===== config.mk =====
export PLATFORM = sky130hd
export DESIGN_NAME = dma_host
export DESIGN_NICKNAME = d
export VERILOG_FILES = /design/src/inc/dma_host_pkg.sv /design/src/logic/dma_host.sv
export VERILOG_INCLUDE_DIRS = /design/src /design/src/inc
export SDC_FILE = /design/constraint.sdc
export NUM_CORES = 1
export LEC_CHECK = 0
export ABC_AREA = 0
export BUFFER_PORTS_ARGS = -buffer_cell sky130_fd_sc_hd__buf_2
export CAP_MARGIN = 20
export CORE_UTILIZATION = 39
export CTS_BUF_LIST = sky130_fd_sc_hd__clkbuf_8
export CTS_CLUSTER_SIZE = 10
export DETAILED_ROUTE_END_ITERATION = 6
export SLEW_MARGIN = 25
export SYNTH_ARGS = -nofsm -noshare
export SYNTH_HDL_FRONTEND = slang
export SYNTH_SLANG_ARGS = --single-unit
export TNS_END_PERCENT = 50

===== constraint.sdc =====
create_clock -name i_clk_sys -period 6.9 [get_ports i_clk_sys]
set_clock_uncertainty 0.2 [all_clocks]
set_input_delay 0.69 -clock i_clk_sys [delete_from_list [all_inputs] [get_ports i_clk_sys]]
set_output_delay 0.69 -clock i_clk_sys [all_outputs]
set_load 0.03 [all_outputs]

===== src/inc/dma_host_params.svh =====
`ifndef DMA_HOST_PARAMS_SVH
`define DMA_HOST_PARAMS_SVH
// ****************************************
// register offsets
// ****************************************
`define A_CTRL 8'h00
`define A_LEN 8'h04
`define A_CNT 8'h08
`define A_ADDR 8'h0c
`define A_STAT 8'h10
// ****************************************
// control and status fields
// ****************************************
`define C_START 0
`define C_WRITE 1
`define C_ROUND 2
`define C_GUARD 3
`define C_CHK_LO 4
`define C_CHK_HI 6
`define S_BUSY 0
`define S_DONE 1
`define S_CHAIN 2
`define CTRL_RST 7'h00
// ****************************************
// beat timing
// ****************************************
`define PH_LAST 3'h5
`define PH_STRB 3'h1
`define PH_DATA 3'h2
`define WORD_STEP 32'h4
`define BYTE_STEP 32'h1
`endif


===== src/inc/dma_host_pkg.sv =====
package dma_host_pkg;
    typedef enum logic [9:0] {
        S_IDLE = 10'h001,
        S_RDY = 10'h002,
        S_ARM = 10'h004,
        S_WORD = 10'h008,
        S_BYTE = 10'h010,
        S_DRAIN = 10'h020,
        S_ARG = 10'h040,
        S_CMD = 10'h080,
        S_FIN = 10'h100,
        S_END = 10'h200
    } state_t;
    typedef struct packed {
        logic we;
        logic re;
        logic [3:0] be;
        logic [31:0] addr;
        logic [31:0] wdata;
    } mem_req_t;
    typedef struct packed {
        logic rd;
        logic wr;
        logic byte_w;
        logic [31:0] wdata;
    } fifo_req_t;
    typedef struct packed {
        logic dma_en;
        logic round;
        logic guard;
        logic [1:0] offset;
        logic [2:0] chunk;
    } host_cfg_t;
    typedef struct packed {
        logic req;
        logic cmd_ready;
        logic not_busy;
        logic fifo_empty;
        logic xfer_done;
    } dev_stat_t;
endpackage : dma_host_pkg


===== src/logic/dma_host.sv =====
// Functional notes
// - rounding off: exact bytes, word then byte
// - word count len/4, zero skips it
// - byte part moves len[1:0] bytes
// - word part links to byte part
// - start at words from four up
// - byte destination follows words, else free
// - rounding on: ceil(len/4) words once
// - read: fifo source, aligned destination, handshake
// - write: low source bits become offset
// - write words ceil((len+offset)/4) per block
// - write: fifo destination, contiguous source
// - wait command ready and not busy
// - one block per descriptor, null ends
// - chain done, fifo empty, argument, command
// - chunk size matches device chunk field
// - separate layers allow parallel prefetch
// - start clears stale channel events
// - linked sequence reloads control per step
// - reads set the read stall guard
//
// Implementation choices: the APB register port and the register offsets.
`timescale 1ns/1ps
`default_nettype none
`include "dma_host_params.svh"
module dma_host (
    input wire logic i_clk_sys,
    input wire logic i_sys_rst,
    input wire logic i_psel,
    input wire logic i_penable,
    input wire logic i_pwrite,
    input wire logic [31:0] i_paddr,
    input wire logic [31:0] i_pwdata,
    output logic [31:0] o_prdata,
    output logic o_pready,
    output logic o_pslverr,
    input wire dma_host_pkg::dev_stat_t i_dev,
    input wire logic [31:0] i_fifo_rdata,
    output dma_host_pkg::fifo_req_t o_fifo,
    output dma_host_pkg::host_cfg_t o_cfg,
    output logic o_arg_wr,
    output logic o_cmd_wr,
    input wire logic [31:0] i_mem_rdata,
    output dma_host_pkg::mem_req_t o_mem
);
    import dma_host_pkg::*;
    // ****************************************
    // pin synchroniser
    // ****************************************
    dev_stat_t ds1_q;
    dev_stat_t hs;
    always_ff @(posedge i_clk_sys)
    begin
        ds1_q <= i_dev;
        hs <= ds1_q;
    end
    // ****************************************
    // apb slave
    // ****************************************
    logic [6:0] ctrl_q;
    logic [15:0] len_q;
    logic [15:0] cnt_q;
    logic [31:0] base_q;
    logic done_q;
    logic chain_q;
    state_t st_q;
    state_t st_d;
    wire setup = i_psel && !i_penable;
    wire acc_wr = i_psel && i_penable && o_pready && i_pwrite;
    wire [7:0] a8 = i_paddr[7:0];
    wire hit_ctrl = a8 == `A_CTRL;
    wire hit_len = a8 == `A_LEN;
    wire hit_cnt = a8 == `A_CNT;
    wire hit_addr = a8 == `A_ADDR;
    wire hit_stat = a8 == `A_STAT;
    wire hit_any = i_paddr[31:8] == 24'h0 &&
        (hit_ctrl || hit_len || hit_cnt || hit_addr || hit_stat);
    wire busy = st_q != S_IDLE;
    wire [31:0] stat_w = {24'h0, hs.fifo_empty, hs.not_busy,
        hs.cmd_ready, hs.xfer_done, 1'b0, chain_q, done_q, busy};
    wire [31:0] rd_mux = !hit_any ? 32'h0 :
        hit_ctrl ? {25'h0, ctrl_q} :
        hit_len ? {16'h0, len_q} :
        hit_cnt ? {16'h0, cnt_q} :
        hit_addr ? base_q : stat_w;
    wire start = acc_wr && hit_any && hit_ctrl &&
        i_pwdata[`C_START] && !busy;
    wire clr_done = acc_wr && hit_any && hit_stat && i_pwdata[`S_DONE];
    wire clr_chain = acc_wr && hit_any && hit_stat && i_pwdata[`S_CHAIN];
    always_ff @(posedge i_clk_sys)
    begin
        if (i_sys_rst)
        begin
            o_pready <= 1'b0;
            o_pslverr <= 1'b0;
            o_prdata <= 32'h0;
        end
        else
        begin
            o_pready <= setup;
            o_pslverr <= setup && !hit_any;
            o_prdata <= setup ? rd_mux : 32'h0;
        end
    end
    // config only accepted while idle; a live transfer keeps its setup
    always_ff @(posedge i_clk_sys)
    begin
        if (i_sys_rst)
        begin
            ctrl_q <= `CTRL_RST;
            len_q <= 16'h0;
            cnt_q <= 16'h0;
            base_q <= 32'h0;
        end
        else if (acc_wr && hit_any && !busy)
        begin
            if (hit_ctrl)
                ctrl_q <= {i_pwdata[6:1], 1'b0};
            if (hit_len)
                len_q <= i_pwdata[15:0];
            if (hit_cnt)
                cnt_q <= i_pwdata[15:0];
            if (hit_addr)
                base_q <= i_pwdata;
        end
    end
    // ****************************************
    // transfer sizing
    // ****************************************
    wire is_wr = ctrl_q[`C_WRITE];
    wire is_rnd = ctrl_q[`C_ROUND];
    wire [1:0] off = is_wr ? base_q[1:0] : 2'h0;
    wire [15:0] full_words = {2'h0, len_q[15:2]};
    wire [15:0] tail_bytes = {14'h0, len_q[1:0]};
    wire [16:0] rsum = {1'b0, len_q} + 17'h3;
    wire [15:0] rnd_words = {1'b0, rsum[16:2]};
    wire [16:0] wsum = {1'b0, len_q} + {15'h0, off} + 17'h3;
    wire [15:0] wr_words = {1'b0, wsum[16:2]};
    // ****************************************
    // beat engine
    // ****************************************
    logic [2:0] ph_q;
    logic [15:0] beats_q;
    logic [15:0] blk_q;
    logic [15:0] nbeat_q;
    logic [31:0] addr_q;
    wire moving = st_q == S_WORD || st_q == S_BYTE;
    wire byte_ph = st_q == S_BYTE;
    wire go = moving && ph_q == 3'h0 && hs.req && beats_q != 16'h0;
    wire capt = ph_q == `PH_DATA;
    wire idle_ph = ph_q == 3'h0;
    wire part_end = moving && idle_ph && beats_q == 16'h0;
    wire [31:0] step = byte_ph ? `BYTE_STEP : `WORD_STEP;
    wire [31:0] src_word = is_wr ? i_mem_rdata : i_fifo_rdata;
    wire [3:0] lane = 4'h1 << addr_q[1:0];
    wire last_blk = blk_q <= 16'h1;
    always_ff @(posedge i_clk_sys)
    begin
        if (i_sys_rst || !moving)
            ph_q <= 3'h0;
        else if (go || (ph_q != 3'h0 && ph_q != `PH_LAST))
            ph_q <= ph_q + 3'h1;
        else
            ph_q <= 3'h0;
    end
    // ****************************************
    // sequencer
    // ****************************************
    always_comb
    begin
        st_d = st_q;
        unique case (st_q)
            S_IDLE:
                if (start)
                    st_d = S_RDY;
            S_RDY:
                if (hs.cmd_ready && hs.not_busy)
                    st_d = S_ARM;
            S_ARM:
                st_d = (!is_wr && !is_rnd && len_q <= 16'h4 &&
                    full_words == 16'h0) ? S_BYTE : S_WORD;
            S_WORD:
                if (part_end)
                begin
                    // link to byte part, next write block, drain or end
                    if (!is_wr && !is_rnd && tail_bytes != 16'h0)
                        st_d = S_BYTE;
                    else if (is_wr && !last_blk)
                        st_d = S_WORD;
                    else if (is_wr)
                        st_d = S_DRAIN;
                    else
                        st_d = S_FIN;
                end
            S_BYTE:
                if (part_end)
                    st_d = S_FIN;
            S_DRAIN:
                if (hs.fifo_empty)
                    st_d = S_ARG;
            S_ARG:
                st_d = S_CMD;
            S_CMD:
                st_d = S_FIN;
            S_FIN:
                if (hs.xfer_done)
                    st_d = S_END;
            S_END:
                st_d = S_IDLE;
            default:
                st_d = S_IDLE;
        endcase
    end
    always_ff @(posedge i_clk_sys)
    begin
        if (i_sys_rst)
            st_q <= S_IDLE;
        else
            st_q <= st_d;
    end
    always_ff @(posedge i_clk_sys)
    begin
        if (i_sys_rst || start)
        begin
            done_q <= 1'b0;
            chain_q <= 1'b0;
        end
        else
        begin
            done_q <= (st_q == S_END) || (done_q && !clr_done);
            chain_q <= (st_q == S_WORD && st_d == S_DRAIN) ||
                (chain_q && !clr_chain);
        end
    end
    // ****************************************
    // descriptor counters
    // ****************************************
    always_ff @(posedge i_clk_sys)
    begin
        if (i_sys_rst)
        begin
            beats_q <= 16'h0;
            blk_q <= 16'h0;
            nbeat_q <= 16'h0;
        end
        else if (st_q == S_ARM)
        begin
            blk_q <= cnt_q;
            nbeat_q <= 16'h0;
            if (is_wr)
                beats_q <= wr_words;
            else if (is_rnd)
                beats_q <= rnd_words;
            else if (st_d == S_BYTE)
                beats_q <= tail_bytes;
            else
                beats_q <= full_words;
        end
        else if (part_end && st_d == S_BYTE)
            beats_q <= tail_bytes;
        else if (part_end && st_d == S_WORD)
        begin
            beats_q <= wr_words;
            blk_q <= blk_q - 16'h1;
        end
        else if (capt)
        begin
            beats_q <= beats_q - 16'h1;
            nbeat_q <= nbeat_q + 16'h1;
        end
    end
    always_ff @(posedge i_clk_sys)
    begin
        if (i_sys_rst)
            addr_q <= 32'h0;
        else if (st_q == S_ARM)
            addr_q <= (is_wr || st_d == S_WORD) ?
                {base_q[31:2], 2'h0} : base_q;
        else if (capt)
            addr_q <= addr_q + step;
    end
    // ****************************************
    // port strobes
    // ****************************************
    // source and sink ports independent
    always_ff @(posedge i_clk_sys)
    begin
        if (i_sys_rst)
        begin
            o_fifo <= '0;
            o_mem <= '0;
        end
        else
        begin
            o_fifo.rd <= go && !is_wr;
            o_fifo.byte_w <= moving && byte_ph;
            o_fifo.wr <= capt && is_wr;
            o_fifo.wdata <= capt ? src_word : o_fifo.wdata;
            o_mem.re <= go && is_wr;
            o_mem.we <= capt && !is_wr;
            o_mem.be <= byte_ph ? lane : 4'hf;
            o_mem.addr <= addr_q;
            o_mem.wdata <= byte_ph ? {4{src_word[7:0]}} : src_word;
        end
    end
    // ****************************************
    // device configuration
    // ****************************************
    always_ff @(posedge i_clk_sys)
    begin
        if (i_sys_rst)
        begin
            o_cfg <= '0;
            o_arg_wr <= 1'b0;
            o_cmd_wr <= 1'b0;
        end
        else
        begin
            o_cfg.dma_en <= st_d == S_WORD || st_d == S_BYTE ||
                (o_cfg.dma_en && st_d != S_IDLE && st_d != S_RDY);
            if (st_q == S_RDY)
            begin
                o_cfg.round <= is_rnd;
                o_cfg.guard <= !is_wr || ctrl_q[`C_GUARD];
                o_cfg.offset <= off;
                o_cfg.chunk <= ctrl_q[`C_CHK_HI:`C_CHK_LO];
            end
            o_arg_wr <= st_q == S_ARG;
            o_cmd_wr <= st_q == S_CMD;
        end
    end
endmodule : dma_host
`default_nettype wire


==> results.py, run 1 <==
metrics = {
    "placed_design": {
        "instance_count_after_placement_with_tap_cells_included": 2194,
        "detailedPlacementHpwl_mm": 27.7,
        "routabilityCongestion": 0.850,
        "buffer_ports.inserted": 286,
    },
    "status": {
        "status": "complete, no violations",
    },
    "setup_path": {
        "r2r_cells": 11,
        "crit_start": "st_q[0]$_SDFF_PP1_",
        "crit_path_end": "addr_q[19]$_SDFFE_PP0P_",
        "crit_required_ns": 7.12,
        "reg2reg_from": "st_q[0]$_SDFF_PP1_",
        "worst-r2r-setup-slack_ns": 2.94,
        "setup.worst_path.class": "reg -> reg",
        "endpoint_kind": "flip-flop",
        "worstPathArrival_ns": 4.19,
        "cp_cell_sequence": "nor4_1 -> nand4_1 -> buf_4 -> inv_1 -> ha_1 -> a31oi_1 -> nor2_1 -> nand2_1 -> nor2_1 -> xnor2_1 -> a211oi_1",
        "critPathMaxFanout": 31,
        "critical-path-top-delay-family": "simple AND/OR/NAND/NOR gates",
        "critical_path_buf_inv_count": 2,
        "timing.critical_path.depth": 11,
        "rr_endpoint": "addr_q[19]$_SDFFE_PP0P_",
        "critPathMaxStageDelay_ns": 0.80,
        "crit_path_start_kind": "flip-flop",
        "critical_path.slowest_cell": "nor4_1",
        "timing.critical_path.mode_cell": "nor2_1",
    },
    "hold_path": {
        "min-delay-path-class": "in -> reg",
        "min_delay_path_depth": 1,
    },
    "routing": {
        "final_wirelength_mm": 39.4,
        "route.antenna.remaining_nets": 0,
        "first_pass_iters": 5,
        "vias": 12200,
        "number_of_remaining_drc_errors": 0,
        "route.detailed.wl_per_inst_um": 17.2,
        "routed_via_density": 5.32,
        "drt_first_iter_violations": 764,
    },
    "power_and_ir_drop": {
        "leakage_power_total_nw": 6.46,
        "cell_area_power_density_nw_per_um2": 223,
        "power.ir.vdd_worst_v": 0.000188,
    },
    "yosys": {
        "yosysMostFrequentCell": "dfxtp_1",
        "seq_area_frac_synth_pct": 46.3,
        "syn_inst": 1563,
        "synth_nets": 1714,
        "yosys.area.top_type_share_pct": 46.3,
        "synth.cell_area_um2": 13300,
        "ys_ff_latch": 308,
        "asyncSetResetFlopFracSynth_pct": 0,
        "synth_top_cells_by_area": "dfxtp_1 46%, nand2_1 5.7%, a21oi_1 5.6%",
        "distinct_cells_synth": 75,
        "netlist.top_cell.by_area": "dfxtp_1",
        "yosysWarningCount": 0,
        "synth_ff_type": "dfxtp_1",
        "synth-edff-count": 0,
        "synthesis.area_per_instance_um2": 8.52,
        "netlist_top_cells_count": "308 x dfxtp_1, 203 x nand2_1, 186 x nor2_1, 148 x a21oi_1, 96 x clkbuf_1",
    },
    "global_route": {
        "grt_overflow_total": 0,
        "grt_util_all_layers_pct": 22.1,
        "grt_pass1_wl_mm": 62.8,
        "grt_antenna_before_repair": 1,
        "maximum_number_of_pins_on_one_net_before_global_route_repair": 102,
        "grt_pass1_vias": 11600,
    },
    "floorplanning": {
        "ios": 287,
        "floorplan.die.height_um": 187,
        "core_region_area_um2": 33500,
        "floorplan.rows": 67,
        "initial_utilization_pct": 39.7,
        "dieWidth_um": 187,
        "floorplan.die_area_um2": 34900,
    },
    "clock_network": {
        "clock_tree_from_tritoncts": "built",
        "cts_buffer_depth": 3,
        "tritoncts.num_buffers": 53,
        "number_of_buffers_added_for_setup_after_cts": 0,
        "postCtsResizedCells": 0,
        "clk_latency_ns": 0.58,
        "htreeDepth": 2,
        "cts_root_buf": "clkbuf_8",
        "clock_sinks": 308,
        "cts_hold_buffers": 3,
        "clkSlewWorstSetupHoldPaths_ns": 0.06,
    },
    "timing": {
        "max_freq_ghz": 0.252,
        "final_max_slew_viol_count": 0,
        "worst_slew_pin_slew_ns": 0.981,
        "grt_setup_unrepaired": "false",
        "slew_headroom_pct": 34.6,
        "period_minus_slack_ns": 3.96,
        "total_setup_violations_reported_at_the_end_of_the_flow": 0,
        "post-route-period-util_pct": 57.4,
        "fin_setup_tns_ns": 0,
        "report.final.hold_viol_count": 0,
    },
    "final_layout": {
        "finish.cell_count_without_fillers": 2289,
        "fin_nets": 1955,
        "antenna_cells": 0,
        "ratio_of_cells_with_drive_above_1_in_the_final_layout_pct": 21.8,
        "layout-area-overhead-vs-synth_pct": 20.5,
    },
    "flow_run": {
        "max_cap_viol_count": 0,
    },
}
how the worst min path moves through the flow:
stage	start	slack, ns	end
2_1_floorplan	ds1_q[0]$_DFF_P_	0.11	hs[0]$_DFF_P_
3_3_place_gp	ds1_q[1]$_DFF_P_	0.11	hs[1]$_DFF_P_
3_5_place_dp	ds1_q[1]$_DFF_P_	0.11	hs[1]$_DFF_P_
4_1_cts	i_dev[1]	0.002	ds1_q[1]$_DFF_P_
5_1_grt	i_dev[4]	0.009	ds1_q[4]$_DFF_P_
6_report	i_dev[4]	0.03	ds1_q[4]$_DFF_P_
metrics by stage:
stage,worst slack [ns],cell area [um^2],hold slack (ns),util [%],power [mW]
2_1_floorplan,3.16,13300,0.110,-,1.92
3_3_place_gp,2.99,15000,0.113,44.7,2.00
3_5_place_dp,2.91,15000,0.113,44.7,2.00
4_1_cts,2.96,16000,0.00175,47.8,3.62
5_1_grt,2.47,16000,0.00934,47.9,3.72
6_report,2.94,16000,0.0315,47.9,3.58
flip-flops by register name, summed over array words and instances, names as in the netlist, 3 cells and up:
name / flops
hs: 5
o_prdata: 32
o_cfg: 8
beats_q: 16
ds1_q: 5
cnt_q: 16
ctrl_q: 6
st_q: 10
blk_q: 16
ph_q: 3
base_q: 32
o_mem: 70
o_fifo: 35
addr_q: 32
len_q: 16
kinds of logic after synthesis:
family,count (synthesis),synth area share (%)
and+or+nand+nor,627,22.6
AOI/OAI and AO/OA,356,17.3
DFF,308,46.3
buffers and inverters,140,4.10
xor gates and xnor gates,62,4.08
muxes,57,4.37
adders and majority gates,13,1.28
metal layers:
| metal | vias up | routed length, um | track usage [%] |
|---|---|---|---|
| met1 | 5692 | 18300 | 30.0 |
| met2 | 432 | 17800 | 35.8 |
| met4 | 0 | 924 | 6.62 |
| met5 | - | 0 | 0 |
| li1 | 5989 | - | - |
| met3 | 74 | 2290 | 3.60 |
layout make-up:
cell class,instances,area (um^2)
fill,3332,17500
multi-input combinational,1115,6640
sequential,308,6170
timing repair buffer,301,1560
clock buffer,58,798
tap,448,561
clock inverter,34,230
inverter,25,93.8
cells in the final DEF, fill, tap and decap left out, types with 39 or more instances in the layout:
| cell type | netlist | final |
|---|---|---|
| a211oi_1 | 85 | 85 |
| a21oi_1 | 148 | 148 |
| buf_2 | 7 | 285 |
| clkbuf_8 | 0 | 58 |
| dfxtp_1 | 308 | 307 |
| inv_1 | 25 | 46 |
| mux2i_1 | 48 | 48 |
| nand2_1 | 203 | 203 |
| nand3_1 | 40 | 39 |
| nor2_1 | 186 | 185 |
report_power, final:
part | switching, mW | internal, mW | total (mW)
Clock | 0.735 | 0.882 | 1.62
Sequential | 0.00630 | 1.79 | 1.80
Combinational | 0.103 | 0.0593 | 0.163
(Power assumes the default switching activity.)
==> inputs of run 2 (changes only) <==
- ABC_AREA: 0 -> 1
- clock period: 6.9 -> 3.97 ns (I/O delays scaled with it)
==> run 2 against run 1 <==
Largest power group is now the clock network. Synthesized cell count is 22% higher. Setup slack worse by 2.7 ns. Die area is 4.2% higher.
==> results.py, run 2 <==
metrics = {
    "status": {
        "status": "complete, no violations",
    },
    "yosys": {
        "asyncSetResetFlopFracSynth_pct": 0,
        "synth_ff_type": "dfxtp_1",
        "netlist.top_cell.by_area": "dfxtp_1",
        "yosys.area.top_type_share_pct": 44.4,
        "yosysWarningCount": 0,
        "synth_top_cells_by_area": "dfxtp_1 44%, nand2_1 7.7%, inv_1 6.4%",
        "synth.cell_area_um2": 13900,
        "ys_ff_latch": 308,
        "synth-edff-count": 0,
        "seq_area_frac_synth_pct": 44.4,
        "synth_nets": 2057,
        "syn_inst": 1906,
        "distinct_cells_synth": 48,
        "synthesis.area_per_instance_um2": 7.28,
        "yosysMostFrequentCell": "dfxtp_1",
        "netlist_top_cells_count": "308 x dfxtp_1, 286 x nand2_1, 237 x inv_1, 226 x nor2_1, 177 x o21ai_0",
    },
    "clock_network": {
        "cts_root_buf": "clkbuf_8",
        "clock_sinks": 308,
        "clock_tree_from_tritoncts": "built",
        "clk_latency_ns": 0.63,
        "cts_buffer_depth": 3,
        "htreeDepth": 2,
        "tritoncts.num_buffers": 53,
        "clkSlewWorstSetupHoldPaths_ns": 0.06,
    },
    "hold_path": {
        "min-delay-path-class": "in -> reg",
        "min_delay_path_depth": 4,
        "hp-start": "i_mem_rdata[6]",
    },
    "setup_path": {
        "worstPathArrival_ns": 4.02,
        "critical_path.slowest_cell": "dlygate4sd3_1",
        "endpoint_kind": "flip-flop",
        "crit_path_start_kind": "input port",
        "setup.worst_path.class": "in -> reg",
        "critPathMaxStageDelay_ns": 0.58,
        "reg2reg_from": "st_q[8]$_SDFF_PP0_",
        "cp_cell_sequence": "dlygate4sd3_1 -> buf_2 -> nor4_1 -> dlygate4sd3_1 -> nand2_1 -> dlygate4sd3_1 -> nor2_1 -> nand3_1 -> nor4_4 -> buf_4 -> nand2_4 -> buf_12 -> o21ai_1 -> a21oi_1",
        "timing.critical_path.mode_cell": "dlygate4sd3_1",
        "critPathMaxFanout": 43,
        "crit_required_ns": 4.25,
        "r2r_cells": 17,
        "crit_start": "i_paddr[14]",
    },
    "power_and_ir_drop": {
        "leakage_power_total_nw": 8.05,
        "power.ir.vdd_worst_v": 0.000241,
        "cell_area_power_density_nw_per_um2": 373,
    },
    "floorplanning": {
        "floorplan.die_area_um2": 36400,
        "floorplan.rows": 68,
        "ios": 287,
        "core_region_area_um2": 34800,
        "floorplan.die.height_um": 191,
        "initial_utilization_pct": 39.9,
        "dieWidth_um": 191,
    },
    "placed_design": {
        "buffer_ports.inserted": 286,
        "dpl_worst_slack_ns": 0.648,
        "detailedPlacementHpwl_mm": 34.4,
        "placedInstanceArea_um2": 15700,
        "routabilityCongestion": 0.936,
    },
    "timing": {
        "total_setup_violations_reported_at_the_end_of_the_flow": 0,
        "setup_ws_ns": 0.232,
        "max_freq_ghz": 0.268,
        "post-route-period-util_pct": 94.2,
        "final_max_slew_viol_count": 0,
        "slew_headroom_pct": 48.2,
        "report.final.hold_viol_count": 0,
        "worst_slew_pin_slew_ns": 0.769,
        "period_minus_slack_ns": 3.74,
    },
    "global_route": {
        "grt_util_all_layers_pct": 26.1,
        "grt_pass1_vias": 13700,
        "grt_antenna_before_repair": 0,
        "grt_overflow_total": 0,
        "grt_pass1_wl_mm": 74.4,
        "maximum_number_of_pins_on_one_net_before_global_route_repair": 112,
    },
    "final_layout": {
        "fin_nets": 2439,
        "largest-register": "o_mem",
        "mostFrequentLayoutCells": "307 x dfxtp_1, 285 x nand2_1, 285 x buf_2",
        "antenna_cells": 0,
        "largest_reg_flops": 70,
        "layout.cells.most_common": "dfxtp_1",
        "layout-area-overhead-vs-synth_pct": 29.5,
        "post_route_design_area_um2": 18000,
        "ratio_of_cells_with_drive_above_1_in_the_final_layout_pct": 18.7,
        "top_regs": "o_mem: 70 flops, o_fifo: 35 flops",
    },
    "routing": {
        "drt_first_iter_violations": 1003,
        "number_of_remaining_drc_errors": 0,
        "vias": 14300,
        "route.antenna.remaining_nets": 0,
        "final_wirelength_mm": 48.1,
        "route.detailed.wl_per_inst_um": 17.3,
        "first_pass_iters": 5,
        "routed_via_density": 5.12,
    },
    "flow_run": {
        "max_cap_viol_count": 0,
    },
}
## run 2: cell count changes after synthesis, moves of 33 or more
cell and delta:
o21ai_1 +39, o21ai_0 +149, a211oi_1 -84, clkbuf_1 -33, nor2_1 +40, nand3_1 +42, nor2b_1 -36, nand2_1 +83
inv_1 +212
## run 2: stage by stage
step | TNS, ns | cells | power [mW] | hold slack [ns] | utilization [%]
2_1_floorplan | 0 | 1906 | 3.32 | 0.110 | -
3_3_place_gp | 0 | 2583 | 3.45 | 0.114 | 45.2
3_5_place_dp | 0 | 2583 | 3.45 | 0.115 | 45.2
4_1_cts | 0 | 2785 | 6.77 | 0.00430 | 51.6
5_1_grt | -0.00621 | 2787 | 6.94 | 0.0341 | 51.7
6_report | 0 | 2787 | 6.70 | 0.0487 | 51.7
## run 2: logic make-up after synthesis
group	synth area share (%)
simple gates	22.2
compound gates	17.4
buf+inv	9.25
flops	44.4
xor+xnor	3.91
mux	1.66
fa+ha+maj	1.23
## run 2: power by group
part	switching, mW	internal, mW
Combinational	0.190	0.156
Clock	1.36	1.87
Sequential	0.00640	3.12
Total	1.56	5.14
## run 2: critical path, delay by kind of cell
family	cells	cell delay [ns]
buffers and inverters	6	2.22
AND/OR/NAND/NOR	6	1.17
AO/OA/AOI/OAI	2	0.21
## run 2: metal layers
metal | global-route usage (%) | vias up | share of wire [%]
li1 | - | 7030 | -
met1 | 32.7 | 6589 | 43
met2 | 43.1 | 515 | 47
met4 | 12.4 | 0 | 4.0
met3 | 4.86 | 129 | 6.2
met5 | 0 | - | 0
## run 2: cell type report
| class | instances | area [um^2] |
|---|---|---|
| clock buffer | 68 | 936 |
| clock inverter | 31 | 273 |
| fill | 3399 | 16800 |
| inverter | 245 | 921 |
| multi-input combinational | 1267 | 6440 |
| sequential | 308 | 6170 |
| tap | 455 | 569 |
| timing repair buffer | 413 | 2670 |
## run 2: worst paths after layout
| check | end | slack, ns |
|---|---|---|
| worst min-delay path | o_fifo[6]$_SDFFE_PP0N_ | 0.05 |
| worst max register to register | addr_q[27]$_SDFFE_PP0P_ | 0.55 |
| worst min register to register | hs[4]$_DFF_P_ | 0.13 |
| worst max-delay path | base_q[13]$_SDFFE_PP0P_ | 0.23 |
## run 2: repair_timing
action / in CTS / in global routing
gates resized for setup: 0 / 1
endpoints found under the hold margin: 146 / 0
hold buffers: 103 / 0
setup buffers: 0 / 2
endpoints found under the setup margin: 0 / 35
==> inputs of run 3 (changes only) <==
- PLACE_DENSITY_LB_ADDON: not set -> 0.15
==> run 3 against run 2 <==
Register-to-register slack gained 0.03 ns. Via count down 0.95%. Flip-flop and latch count unchanged. Critical endpoint is now base_q[31]$_SDFFE_PP0P_. Highest routed layer unchanged.
==> results.py, run 3 (synthesis gave the netlist of run 2 again) <==
metrics = {
    "status": {
        "status": "complete, no violations",
    },
    "routing": {
        "routed_via_density": 5.09,
        "drt_first_iter_violations": 967,
        "vias": 14100,
        "final_wirelength_mm": 47.8,
        "route.detailed.wl_per_inst_um": 17.2,
        "first_pass_iters": 5,
        "route.antenna.remaining_nets": 0,
        "number_of_remaining_drc_errors": 0,
    },
    "placed_design": {
        "routabilityCongestion": 0.944,
        "detailedPlacementHpwl_mm": 34.6,
        "buffer_ports.inserted": 286,
        "placedInstanceArea_um2": 15700,
        "dpl_worst_slack_ns": 0.590,
    },
    "final_layout": {
        "top_regs": "o_mem: 70 flops, o_fifo: 35 flops",
        "layout-area-overhead-vs-synth_pct": 28.5,
        "layout.cells.most_common": "dfxtp_1",
        "largest-register": "o_mem",
        "fin_nets": 2431,
        "n_fill_cell": 3474,
        "ratio_of_cells_with_drive_above_1_in_the_final_layout_pct": 18.3,
        "post_route_design_area_um2": 17800,
        "mostFrequentLayoutCells": "307 x dfxtp_1, 285 x nand2_1, 285 x buf_2",
        "largest_reg_flops": 70,
    },
    "timing": {
        "final_max_slew_viol_count": 0,
        "fin_setup_tns_ns": 0,
        "grt_setup_unrepaired": "false",
        "slew_headroom_pct": 38.0,
        "period_minus_slack_ns": 3.66,
        "max_freq_ghz": 0.273,
        "setup_ws_ns": 0.309,
        "total_setup_violations_reported_at_the_end_of_the_flow": 0,
        "post-route-period-util_pct": 92.2,
        "report.final.hold_viol_count": 0,
        "hold-worst-slack_ns": 0.0219,
        "worst_slew_pin_slew_ns": 0.929,
    },
    "global_route": {
        "grt_antenna_before_repair": 0,
        "grt_pass1_vias": 13600,
        "grt_pass1_wl_mm": 72.9,
        "grt_util_all_layers_pct": 25.6,
        "grt_overflow_total": 0,
        "maximum_number_of_pins_on_one_net_before_global_route_repair": 75,
    },
    "clock_network": {
        "cts_root_buf": "clkbuf_8",
        "clkSlewWorstSetupHoldPaths_ns": 0.06,
        "htreeDepth": 2,
        "clock_sinks": 308,
        "tritoncts.num_buffers": 52,
        "cts_buffer_depth": 3,
        "clk_latency_ns": 0.61,
        "clock_tree_from_tritoncts": "built",
    },
    "floorplanning": {
        "dieWidth_um": 191,
        "floorplan.rows": 68,
        "ios": 287,
        "initial_utilization_pct": 39.9,
        "core_region_area_um2": 34800,
        "floorplan.die_area_um2": 36400,
        "floorplan.die.height_um": 191,
    },
    "power_and_ir_drop": {
        "cell_area_power_density_nw_per_um2": 367,
        "leakage_power_total_nw": 7.97,
        "power.ir.vdd_worst_v": 0.000277,
        "totalPowerFinal_mw": 6.54,
    },
    "setup_path": {
        "crit_required_ns": 4.25,
        "endpoint_kind": "flip-flop",
        "crit_path_start_kind": "input port",
        "critPathMaxFanout": 49,
        "setup.worst_path.class": "in -> reg",
        "worstPathArrival_ns": 3.94,
    },
    "flow_run": {
        "max_cap_viol_count": 0,
    },
    "hold_path": {
        "min-delay-path-class": "in -> reg",
    },
}
## run 3: area by class of cell
type / count / area, um^2 / share of cell area (%)
tap: 455 / 569 / 3.19
sequential: 308 / 6170 / 34.6
inverter: 245 / 921 / 5.16
multi-input combinational: 1267 / 6440 / 36.1
timing repair buffer: 406 / 2600 / 14.6
clock buffer: 66 / 908 / 5.09
antenna: 1 / 2.50 / 0.0140
clock inverter: 28 / 229 / 1.28
## run 3: power breakdown
part / internal [mW] / switching (mW) / leakage, nW / total, mW
registers: 3.12 / 0.00667 / 2.49 / 3.12
clock network: 1.75 / 1.32 / 0.646 / 3.08
logic: 0.154 / 0.188 / 4.83 / 0.342
total: 5.03 / 1.52 / 7.97 / 6.54
## run 3: worst paths after layout
| kind | to | depth (start not counted) | slack (ns) | startpoint |
|---|---|---|---|---|
| max | base_q[31]$_SDFFE_PP0P_ | 14 | 0.31 | i_paddr[14] |
| min | st_q[3]$_SDFF_PP0_ | 2 | 0.02 | i_sys_rst |
| max reg2reg | addr_q[27]$_SDFFE_PP0P_ | 17 | 0.58 | st_q[3]$_SDFF_PP0_ |
| min reg2reg | hs[3]$_DFF_P_ | 0 | 0.13 | ds1_q[3]$_DFF_P_ |
## run 3: metal layers
metal / vias up / track usage, % / part of all wire, %
li1: 7009 / - / -
met1: 6566 / 32.1 / 43
met4: 0 / 12.8 / 4.5
met3: 109 / 4.36 / 5.5
met2: 443 / 42.2 / 47
met5: - / 0 / 0
## run 3: critical path, stage by stage
cell           delay, ns
dlygate4sd3_1       0.54
buf_2               0.12
nor4_1              0.14
dlygate4sd3_1       0.58
nand2_1             0.05
dlygate4sd3_1       0.57
nor2_2              0.19
nand3_2             0.21
nor4_4              0.25
buf_4               0.19
nand2_2             0.17
buf_6               0.28
o21ai_0             0.19
a21oi_1             0.06
## run 3: per-stage QoR
| step | instances | utilization, % |
|---|---|---|
| after CTS | 2774 | 51.2 |
| after global routing | 2775 | 51.3 |
| after global placement | 2581 | 45.1 |
| after detailed placement | 2581 | 45.1 |
| after floorplan | 1906 | - |
| final | 2776 | 51.3 |
## run 3: repair_timing
item	in CTS	in global routing
endpoints found under the hold margin	140	0
hold buffers	99	0
resized for setup	0	3
setup endpoints to repair	0	41
buffers inserted	0	1
